===== config.mk =====
export PLATFORM = sky130hd
export DESIGN_NAME = tmr0_regs
export DESIGN_NICKNAME = d
export VERILOG_FILES = /design/src/hw/tmr0_pkg.sv /design/src/hw/tmr0_regs.sv
export SDC_FILE = /design/constraint.sdc
export NUM_CORES = 1
export LEC_CHECK = 0
export BUFFER_PORTS_ARGS = -buffer_cell sky130_fd_sc_hd__buf_2
export CAP_MARGIN = 15
export CORE_MARGIN = 3
export CORE_UTILIZATION = 62
export CTS_BUF_LIST = sky130_fd_sc_hd__clkbuf_4 sky130_fd_sc_hd__clkbuf_8
export DETAILED_ROUTE_END_ITERATION = 10
export GPL_ROUTABILITY_DRIVEN = 0
export HOLD_SLACK_MARGIN = 0.02
export MAX_ROUTING_LAYER = met4
export PLACE_DENSITY = 0.82
export SYNTH_ARGS = -nofsm -noshare
export SYNTH_HDL_FRONTEND = slang
export SYNTH_SLANG_ARGS = --single-unit

===== constraint.sdc =====
create_clock -name I_CLOCK -period 4.1 [get_ports I_CLOCK]
set_clock_uncertainty 0.05 [all_clocks]
set_input_delay 0.615 -clock I_CLOCK [delete_from_list [all_inputs] [get_ports I_CLOCK]]
set_output_delay 0.615 -clock I_CLOCK [all_outputs]
set_load 0.01 [all_outputs]

===== src/hw/tmr0_pkg.sv =====
// Package for the 8-bit timer0 register block: offsets, fields, reset values, types
// How it works
// Overflow request needs enable, global enable, flag.
// Decode data offset and offset minus 0x20.
// Software uses load/store above 0x60 only.
// Hold mode keeps prescaler reset bits asserted.
// Clearing hold mode clears both prescaler resets; the code clears the async one with the write, the sync one a cycle later.
// Prescaler reset self-clears unless hold mode set.
// Counter read/write; write blocks next compare match.
// Compare A matched continuously, drives output A.
// Compare B matched continuously, drives output B.
// Flag B sets on match, clears by vector/one.
// Flag A sets on match, clears by vector/one.
// Overflow flag sets on overflow, clears likewise.
// Compare B request needs global, enable, flag.
// Compare A request needs global, enable, flag.
// Overflow point depends on waveform mode.
// Overflow at BOTTOM modes 1,5; TOP 7; MAX 0,2,3.
// Mask bits: B bit2, A bit1, reset zero.
// Zero write keeps flag; set beats clear.
// Unused bits read zero, ignore writes.
package tmr0_pkg;
  localparam logic [7:0] ADR_FLAGS    = 8'h35;
  localparam logic [7:0] ADR_GTCTRL   = 8'h43;
  localparam logic [7:0] ADR_CTRL_A   = 8'h44;
  localparam logic [7:0] ADR_CTRL_B   = 8'h45;
  localparam logic [7:0] ADR_COUNT    = 8'h46;
  localparam logic [7:0] ADR_CMP_A    = 8'h47;
  localparam logic [7:0] ADR_CMP_B    = 8'h48;
  localparam logic [7:0] ADR_MASK     = 8'h6e;
  localparam logic [7:0] IO_OFFSET    = 8'h20;
  localparam logic [7:0] IO_LIMIT     = 8'h3f;
  localparam logic [7:0] RST_BYTE     = 8'h00;
  localparam logic [7:0] CNT_MAX      = 8'hff;
  localparam logic [7:0] CNT_BOTTOM   = 8'h00;
  localparam int         BIT_TOV      = 0;
  localparam int         BIT_CMPA     = 1;
  localparam int         BIT_CMPB     = 2;
  localparam int         BIT_HOLD     = 7;
  localparam int         BIT_PSR_ASY  = 1;
  localparam int         BIT_PSR_SYNC = 0;
  localparam logic [7:0] FLAG_MASK    = 8'h07;
  localparam logic [7:0] GT_MASK      = 8'h83;
  localparam logic [7:0] CTRL_A_MASK  = 8'hf3;
  localparam logic [7:0] CTRL_B_MASK  = 8'h0f;
  localparam logic [10:0] PSC_RST     = 11'h000;

  typedef struct packed {
    logic       wr;
    logic       rd;
    logic [7:0] addr;
    logic [7:0] wdata;
  } tmr0_bus_t;

  typedef struct packed {
    logic [7:0]  flags;
    logic [7:0]  mask;
    logic [7:0]  gtctrl;
    logic [7:0]  ctrl_a;
    logic [7:0]  ctrl_b;
    logic [7:0]  count;
    logic [7:0]  cmp_a;
    logic [7:0]  cmp_b;
    logic [7:0]  cmp_a_buf;
    logic [7:0]  cmp_b_buf;
    logic [10:0] psc;
    logic        down;
    logic        block;
    logic        out_a;
    logic        out_b;
    logic [7:0]  rdata;
    logic [2:0]  irq;
  } tmr0_state_t;
endpackage


===== src/hw/tmr0_regs.sv =====
// Timer0 register block with shared synchronous prescaler and compare outputs
`timescale 1ns/10ps
module tmr0_regs
  import tmr0_pkg::*;
(
  // Clock, reset, enable
  input  wire logic       I_CLOCK,
  input  wire logic       I_SRST,
  input  wire logic       I_CE,
  // CPU data bus
  input  wire logic       I_WR,
  input  wire logic       I_RD,
  input  wire logic       I_IO_SPACE,
  input  wire logic [7:0] I_ADDR,
  input  wire logic [7:0] I_WDATA,
  output logic      [7:0] O_RDATA,
  // Interrupt handshake with the core
  input  wire logic       I_GLOBAL_IE,
  input  wire logic [2:0] I_IRQ_ACK,
  output logic      [2:0] O_IRQ,
  // Waveform outputs
  output logic            O_COMPARE_OUT_A,
  output logic            O_COMPARE_OUT_B,
  // Prescaler reset seen by timers 1 and 3
  output logic            O_SYNC_PSC_RESET,
  output logic            O_ASYNC_PSC_RESET
);
  tmr0_state_t s_q;
  tmr0_state_t s_d;
  tmr0_bus_t   bus;
  logic [7:0]  dadr;
  logic [2:0]  wgm;
  logic [2:0]  cs;
  logic [7:0]  top;
  logic        tick;
  logic        pwm;
  logic        phase;
  logic        match_a;
  logic        match_b;
  logic        ovf;
  logic [7:0]  nxt;
  logic [7:0]  set_f;
  logic [7:0]  clr_f;
  logic        psr_active;

  // I/O-space accesses up to 0x3f see the register at its data offset minus 0x20
  always_comb begin
    bus.wr    = I_WR;
    bus.rd    = I_RD;
    bus.wdata = I_WDATA;
    bus.addr  = I_ADDR;
    dadr      = I_ADDR;
    if (I_IO_SPACE) begin
      dadr = (I_ADDR <= IO_LIMIT) ? I_ADDR + IO_OFFSET : 8'hff;
    end
  end

  assign wgm   = {s_q.ctrl_b[3], s_q.ctrl_a[1:0]};
  assign cs    = s_q.ctrl_b[2:0];
  assign pwm   = (wgm == 3'd1) || (wgm == 3'd3) || (wgm == 3'd5) || (wgm == 3'd7);
  assign phase = (wgm == 3'd1) || (wgm == 3'd5);
  assign top   = (wgm == 3'd2 || wgm == 3'd5 || wgm == 3'd7) ? s_q.cmp_a : CNT_MAX;
  assign psr_active = s_q.gtctrl[BIT_PSR_SYNC];

  // Timer clock enable taken from the shared prescaler taps
  always_comb begin
    unique case (cs)
      3'd0: tick = 1'b0;
      3'd1: tick = 1'b1;
      3'd2: tick = (s_q.psc[2:0] == 3'h7);
      3'd3: tick = (s_q.psc[5:0] == 6'h3f);
      3'd4: tick = (s_q.psc[7:0] == 8'hff);
      3'd5: tick = (s_q.psc[9:0] == 10'h3ff);
      default: tick = 1'b0;
    endcase
    if (psr_active) begin
      tick = (cs == 3'd1);
    end
  end

  assign match_a = tick && !s_q.block && (s_q.count == s_q.cmp_a);
  assign match_b = tick && !s_q.block && (s_q.count == s_q.cmp_b);

  // Next count and overflow point per waveform mode
  always_comb begin
    nxt = s_q.count + 8'h01;
    ovf = 1'b0;
    if (phase) begin
      if (s_q.down) begin
        nxt = s_q.count - 8'h01;
      end else if (s_q.count == top) begin
        nxt = s_q.count - 8'h01;
      end
      ovf = tick && (s_q.count == CNT_BOTTOM);
    end else begin
      if (s_q.count == top) begin
        nxt = CNT_BOTTOM;
      end
      if (wgm == 3'd7) begin
        ovf = tick && (s_q.count == top);
      end else begin
        ovf = tick && (s_q.count == CNT_MAX);
      end
    end
  end

  always_comb begin
    s_d   = s_q;
    set_f = 8'h00;
    clr_f = 8'h00;
    s_d.block = s_q.block && !tick;
    // Prescaler runs unless held in reset
    s_d.psc = psr_active ? PSC_RST : s_q.psc + 11'h001;
    if (!s_q.gtctrl[BIT_HOLD]) begin
      s_d.gtctrl[BIT_PSR_SYNC] = 1'b0;
      s_d.gtctrl[BIT_PSR_ASY]  = 1'b0;
    end
    if (tick) begin
      s_d.count = nxt;
      if (phase) begin
        if (s_q.count == top) begin
          s_d.down = 1'b1;
        end else if (s_q.count == CNT_BOTTOM) begin
          s_d.down = 1'b0;
        end
      end else begin
        s_d.down = 1'b0;
      end
      // Double-buffered compares load at TOP or BOTTOM in PWM modes
      if (pwm && ((phase && s_q.count == top) || (!phase && nxt == CNT_BOTTOM))) begin
        s_d.cmp_a = s_q.cmp_a_buf;
        s_d.cmp_b = s_q.cmp_b_buf;
      end
    end
    if (!pwm) begin
      s_d.cmp_a = s_q.cmp_a_buf;
      s_d.cmp_b = s_q.cmp_b_buf;
    end
    // Waveform outputs
    if (match_a) begin
      s_d.out_a = pwm ? ((phase && s_q.down) ^ s_q.ctrl_a[6]) : ~s_q.out_a ^ s_q.ctrl_a[7];
    end
    if (match_b) begin
      s_d.out_b = pwm ? ((phase && s_q.down) ^ s_q.ctrl_a[4]) : ~s_q.out_b ^ s_q.ctrl_a[5];
    end
    if (tick && pwm && !phase && nxt == CNT_BOTTOM) begin
      s_d.out_a = ~s_q.ctrl_a[6];
      s_d.out_b = ~s_q.ctrl_a[4];
    end
    if (s_q.ctrl_a[7:6] == 2'b00) begin
      s_d.out_a = 1'b0;
    end
    if (s_q.ctrl_a[5:4] == 2'b00) begin
      s_d.out_b = 1'b0;
    end
    set_f[BIT_CMPB] = match_b;
    set_f[BIT_CMPA] = match_a;
    set_f[BIT_TOV]  = ovf;
    clr_f[2:0] = I_IRQ_ACK;
    s_d.rdata = s_q.rdata;
    if (bus.rd) begin
      unique case (dadr)
        ADR_FLAGS:  s_d.rdata = s_q.flags & FLAG_MASK;
        ADR_GTCTRL: s_d.rdata = s_q.gtctrl & GT_MASK;
        ADR_CTRL_A: s_d.rdata = s_q.ctrl_a;
        ADR_CTRL_B: s_d.rdata = s_q.ctrl_b & CTRL_B_MASK;
        ADR_COUNT:  s_d.rdata = s_q.count;
        ADR_CMP_A:  s_d.rdata = s_q.cmp_a_buf;
        ADR_CMP_B:  s_d.rdata = s_q.cmp_b_buf;
        ADR_MASK:   s_d.rdata = s_q.mask & FLAG_MASK;
        default:    s_d.rdata = RST_BYTE;
      endcase
    end
    if (bus.wr) begin
      unique case (dadr)
        ADR_FLAGS:  clr_f = clr_f | (bus.wdata & FLAG_MASK);
        ADR_GTCTRL: begin
          s_d.gtctrl = bus.wdata & GT_MASK;
          if (!bus.wdata[BIT_HOLD]) begin
            s_d.gtctrl[BIT_PSR_ASY] = 1'b0;
          end
        end
        ADR_CTRL_A: s_d.ctrl_a = bus.wdata & CTRL_A_MASK;
        ADR_CTRL_B: begin
          s_d.ctrl_b = bus.wdata & CTRL_B_MASK;
          if (!pwm && bus.wdata[7]) begin
            s_d.out_a = ~s_q.out_a ^ s_q.ctrl_a[7];
          end
          if (!pwm && bus.wdata[6]) begin
            s_d.out_b = ~s_q.out_b ^ s_q.ctrl_a[5];
          end
        end
        ADR_COUNT: begin
          s_d.count = bus.wdata;
          s_d.block = 1'b1;
        end
        ADR_CMP_A:  s_d.cmp_a_buf = bus.wdata;
        ADR_CMP_B:  s_d.cmp_b_buf = bus.wdata;
        ADR_MASK:   s_d.mask = bus.wdata & FLAG_MASK;
        default:    s_d.rdata = s_d.rdata;
      endcase
    end
    s_d.flags = ((s_q.flags & ~clr_f) | set_f) & FLAG_MASK;
    s_d.irq[BIT_TOV]  = I_GLOBAL_IE && s_q.mask[BIT_TOV] && s_q.flags[BIT_TOV];
    s_d.irq[BIT_CMPA] = I_GLOBAL_IE && s_q.mask[BIT_CMPA] && s_q.flags[BIT_CMPA];
    s_d.irq[BIT_CMPB] = I_GLOBAL_IE && s_q.mask[BIT_CMPB] && s_q.flags[BIT_CMPB];
  end

  always_ff @(posedge I_CLOCK) begin
    if (I_SRST) begin
      s_q <= '0;
    end else if (I_CE) begin
      s_q <= s_d;
    end
  end

  assign O_RDATA           = s_q.rdata;
  assign O_IRQ             = s_q.irq;
  assign O_COMPARE_OUT_A   = s_q.out_a;
  assign O_COMPARE_OUT_B   = s_q.out_b;
  assign O_SYNC_PSC_RESET  = s_q.gtctrl[BIT_PSR_SYNC];
  assign O_ASYNC_PSC_RESET = s_q.gtctrl[BIT_PSR_ASY];
endmodule


; After elaboration in Yosys (flattened, before gate mapping)
; Index checks and enable logic that the tools add are counted.
[word_totals]
ff_bits = 85
in_bits = 26
out_inout_bits = 15
wordCells = 150
[op_classes]
add_sub_neg = 4
order_cmp = 1
eq_ne = 29
muxes = 41
bitwise_logic = 12
reduce_logical = 45
[op_table]
columns = op, n
row1 = 2-to-1 mux 8 bit, 10
row2 = case mux 8 bit (8 select lines), 1
row3 = equality test 8 x 7 -> 1 bit (second input constant), 7
row4 = 2-to-1 mux 16 bit, 2
row5 = 2-to-1 mux 26 bit, 1
row6 = equality test 8 bit, 3
row7 = 2-to-1 mux 24 bit, 1
row8 = AND reduction 3 bit, 8
row9 = logical AND 1 bit, 22
row10 = 2-to-1 mux 11 bit, 2
row11 = equality test 8 bit (second input constant), 2
row12 = zero test 8 bit, 2
row13 = 2-to-1 mux 1 bit, 16
row14 = equality test 3 bit (second input constant), 5
row15 = equality test 3 x 2 -> 1 bit (second input constant), 4
row16 = adder 11 x 1 -> 11 bit (second input constant), 1
row17 = equality test 10 bit (second input constant), 1
row18 = adder 8 x 1 -> 8 bit (second input constant), 1
row19 = adder 8 x 6 -> 8 bit (second input constant), 1
row20 = equality test 8 x 6 -> 1 bit (second input constant), 1
row21 = less-or-equal comparator 8 x 6 -> 1 bit (second input constant), 1
row22 = 2-to-1 mux 2 bit, 4
row23 = subtractor 8 x 1 -> 8 bit (second input constant), 1
row24 = logical OR 1 bit, 7
row25 = other kinds (15), 28

; Longest topological paths before layout
[depth]
depth_word = 16
depth_mapped = 11
ltp_nobuf = 10

; Least setup slack after synthesis
; No wires, ideal clock.
[synth_timing]
path_type = flip-flop to flip-flop
from = register s_q[75] (netlist bit)
to = register s_q[48] (netlist bit)
setup_time_ns = 0.072
arrival_ns = 2.941
t_required_ns = 3.978
setup_slack_ns = 1.037
stages_incl_launch_ff = 10
n_path_buf = 1
synth_period_minus_slack_ns = 3.063
cell_sequence = dfxtp_1 > or3b_1 > a222oi_1 > o211a_1 > a21oi_2 > a221o_1 > a211o_1 > o221ai_4 > buf_8 > mux2i_1
[synth_between]
elab_chain_len = 14
word_cells_on_any_way = 27
cone_classes = 8 x eq/ne / 6 x mux / 13 x reduce/logical
[synth_lines]
columns = item, line_no
row1 = start: declaration, tmr0_regs.sv:28  ; tmr0_state_t s_q;
row2 = start signal: assignment, tmr0_regs.sv:211  ; s_q <= '0;
row3 = start signal: assignment, tmr0_regs.sv:213  ; s_q <= s_d;
row4 = equality test 3 x 2 -> 1 bit / equality test 3 bit (equally long branches), "tmr0_regs.sv:62, tmr0_regs.sv:60, tmr0_regs.sv:61"
row5 = logical OR 1 bit (2 in series), tmr0_regs.sv:62  ; assign top = (wgm == 3'd2 || wgm == 3'd5 || wgm == 3'd7) ? s_q.cmp_a : CNT_MAX;
row6 = 2-to-1 mux 8 bit, tmr0_regs.sv:62
row7 = equality test 8 bit, "tmr0_regs.sv:91, tmr0_regs.sv:96, tmr0_regs.sv:130"
row8 = 2-to-1 mux 8 bit, tmr0_regs.sv:91  ; end else if (s_q.count == top) begin
row9 = 2-to-1 mux 8 bit, tmr0_regs.sv:89  ; if (s_q.down) begin
row10 = 2-to-1 mux 8 bit, tmr0_regs.sv:88  ; if (phase) begin
row11 = zero test 8 bit, tmr0_regs.sv:130  ; if (pwm && ((phase && s_q.count == top) || (!phase && nxt == CNT_BOTTOM))) begin
row12 = logical AND 1 bit, tmr0_regs.sv:130
row13 = logical OR 1 bit, tmr0_regs.sv:130
row14 = logical AND 1 bit, tmr0_regs.sv:130
row15 = inequality test 2 x 1 -> 1 bit (no source line), -
row16 = AND reduction 3 bit (no source line), -
; Parallel ways exist; a longest one is shown, timed or not.
; A chain may end at the register's enable or synchronous reset.

; Final worst setup path
[layout_timing]
from = register s_q[74] (netlist bit)
to = register s_q[56] (netlist bit)
; The elaborated chain is that of the path after synthesis.

==> results by group <==
Cells and area
  – Area occupied by multi-input gates: roughly 0.0030 mm^2
  – Storage element area: approximately 0.0017 mm^2
  – ANT cells: 0
  – Share of cells above drive strength 1: 0.128
  – Final Net Count: 633
  – Synth-to-Final Area Change: 7.84%
  – Number of fill cells in the layout: between 500 and 600

Die
  – Area of the core: between 0.007 and 0.008 mm^2
  – Std-Cell Rows: 31
  – Full die area: roughly 0.0091 mm^2
  – DIE HEIGHT: roughly 95 um
  – Starting Density: 0.658
  – Die Width: about 95 um
  – I/O pin cnt: 41

Placed design
  – Port bufs: 40
  – Place WS: roughly 0.64 ns
  – Dpl hpwl: approximately 10000 um

Global routing
  – Overall Global Routing Usage: 0.339
  – Met1 usage: 0.432
  – Vias in the first global route: between 4k and 5k
  – Met3 Usage GRT: 0.0758
  – Largest net degree at the start of global routing: 67
  – Gr ovfl total: 0
  – Wire length of the first global-routing pass: 23100 um
  – Initial antenna violation count: 0
  – Grt met2 use: 0.513
  – Most Crowded Layer GR: met2

Synthesis
  – Netlist cell types: 64
  – Main synth FF type: dfxtp_1
  – Cell Area, Synth: around 0.0049 mm^2
  – Ranking of synthesized cells by area: dfxtp_1, mux2i_1, nand2b_1
  – Count leader, synth: dfxtp_1
  – Top cell type by total area after synthesis: dfxtp_1
  – Post-synth EDFFs: 0
  – Syn avg cell area: 8.42 um^2
  – Mapped Cells: 585
  – Syn_nets: ~620
  – Top cell types by occurrence after synthesis: dfxtp_1, nor2_1, mux2i_1, nand2b_1, nand2_1
  – Share of the synthesized area in the top cell type: 0.341
  – Register area share after synthesis: 0.341
  – Async set-reset flop share out of synthesis: 0
  – Flops & latches, synth: 84
  – Synth Warn #: 0

Power
  – Peak VDD IR: around 0.00022 V
  – Pwr/cell area: slightly below 300 mW/mm^2
  – Leak: roughly 2.1 nW

STA
  – Post-route worst setup slack: roughly 0.56 ns
  – Tightest Pin Transition: roughly 1.1 ns
  – Unrepaired setup endpoints after global routing: false
  – Final period utilization: 0.864
  – Slew Limit Fails: 0
  – Final min period: approximately 3.5 ns
  – # setup viols final: 0
  – Peak Freq: around 280 MHz
  – Rel. slew slack: 0.298
  – Hold violation count in the final report: 0
  – Setup total negative slack: 0 ns

Clock tree
  – CTS resizes: 0
  – Clock Tree Buf Depth: 2
  – CTS tree: built
  – Htree depth: 3
  – Worst skew pair latency: around 0.36 ns
  – CTS clk-pin slew, worst paths: 0.09 ns
  – Setup Fix Bufs, Post-CTS: 0
  – Total CTS buffers: 9
  – Clock root buffer: clkbuf_8
  – Hold Buf Count CTS: 0
  – Clk sink count: 84

Critical path
  – Maximum fanout along the worst path: 16
  – WP data arrival: roughly 3.8 ns
  – Critical path data required time: 4.33 ns
  – CP Class: reg -> reg
  – CP Launch Type: flip-flop
  – Crit. End Element: flip-flop

Run status
  – Status: finished clean

Worst hold path
  – Hold WC Path Type: reg -> reg

Run
  – Maximum capacitance violations: 0

Detailed routing
  – Routed vias: ~4.8k
  – DRT Wirelength: ~14000 um
  – Drt first-iter violations: roughly 540
  – Pre-Repair DR Iteration Count: 5
  – WL/cell: slightly below 20 um
  – Remaining DRCs: 0
  – Routed vias/inst: 6.75
  – DRT antenna net count: 0
==> critical path: stages (launching register included) <==
cell and delay, ns:
dfxtp_1 0.47, or3b_1 0.47, a222oi_1 0.47, o211a_1 0.30, a21oi_2 0.15, a221o_1 0.45, a211o_1 0.36, o221ai_4 0.17
buf_4 0.31, mux2i_1 0.26
==> flip-flops by register name, indices dropped and copies added, names as in the netlist <==
signal	cells
O_RDATA	8
s_q	66
O_ASYNC_PSC_RESET	1
O_COMPARE_OUT_B	1
O_COMPARE_OUT_A	1
cs	3
O_IRQ	3
O_SYNC_PSC_RESET	1
==> worst paths after layout <==
check                           startpoint       end  slack, ns  depth (start not counted)
worst max register to register     s_q[74]   s_q[56]       0.56                          9
worst min register to register    O_IRQ[0]  O_IRQ[0]       0.42                          2
worst min-delay path              O_IRQ[0]  O_IRQ[0]       0.42                          2
worst max-delay path               s_q[74]   s_q[56]       0.56                          9
==> through the flow <==
step           std cells   util  cell area (um^2)  power (W)  hold WS [ns]
6_report             707  0.710              5320    0.00155         0.424
3_3_place_gp         691  0.683              5110   0.000955         0.399
3_5_place_dp         691  0.683              5110   0.000958         0.405
5_1_grt              707  0.710              5320    0.00160         0.454
2_1_floorplan        585      -              4930   0.000919         0.391
4_1_cts              707  0.710              5320    0.00155         0.424
==> cell usage in the layout (no fill, tap or decap), types with 9 or more instances in the layout <==
cell,count
nor2_1,75
a22oi_1,14
a21oi_1,20
nand2b_1,45
inv_1,14
nand3_1,15
xnor2_1,14
nand4_1,10
dfxtp_1,84
buf_4,11
buf_2,40
nand2_1,38
mux2i_1,51
clkbuf_8,9
nor3_1,10
a221oi_1,18
==> where the power goes <==
part | internal [W] | switching [W]
combinational | 0.0000412 | 0.0000730
sequential | 0.000822 | 0.00000594
clock | 0.000298 | 0.000313
total | 0.00116 | 0.000391
==> final cells by class <==
class	count	area share
clock buffers	11	0.0261
clock inverters	5	0.0118
inverters	14	0.00989
multi-input cells	443	0.559
flip-flops and latches	84	0.316
well taps	99	0.0233
repair buffers	51	0.0532
==> kinds of logic after synthesis <==
logic type,Yosys count,share of synthesized area
compound gates,123,0.196
xor+xnor,21,0.0373
fa+ha+maj,4,0.0102
buf+inv,58,0.0556
flops,84,0.341
mux,51,0.104
simple gates,244,0.256
==> per-layer routing <==
metal / part of all wire / routed length [um]
met2: 0.46 / 6430
met5: 0 / 0
met4: 0.035 / 497
met1: 0.40 / 5630
met3: 0.10 / 1450
(Power assumes the default switching activity.)
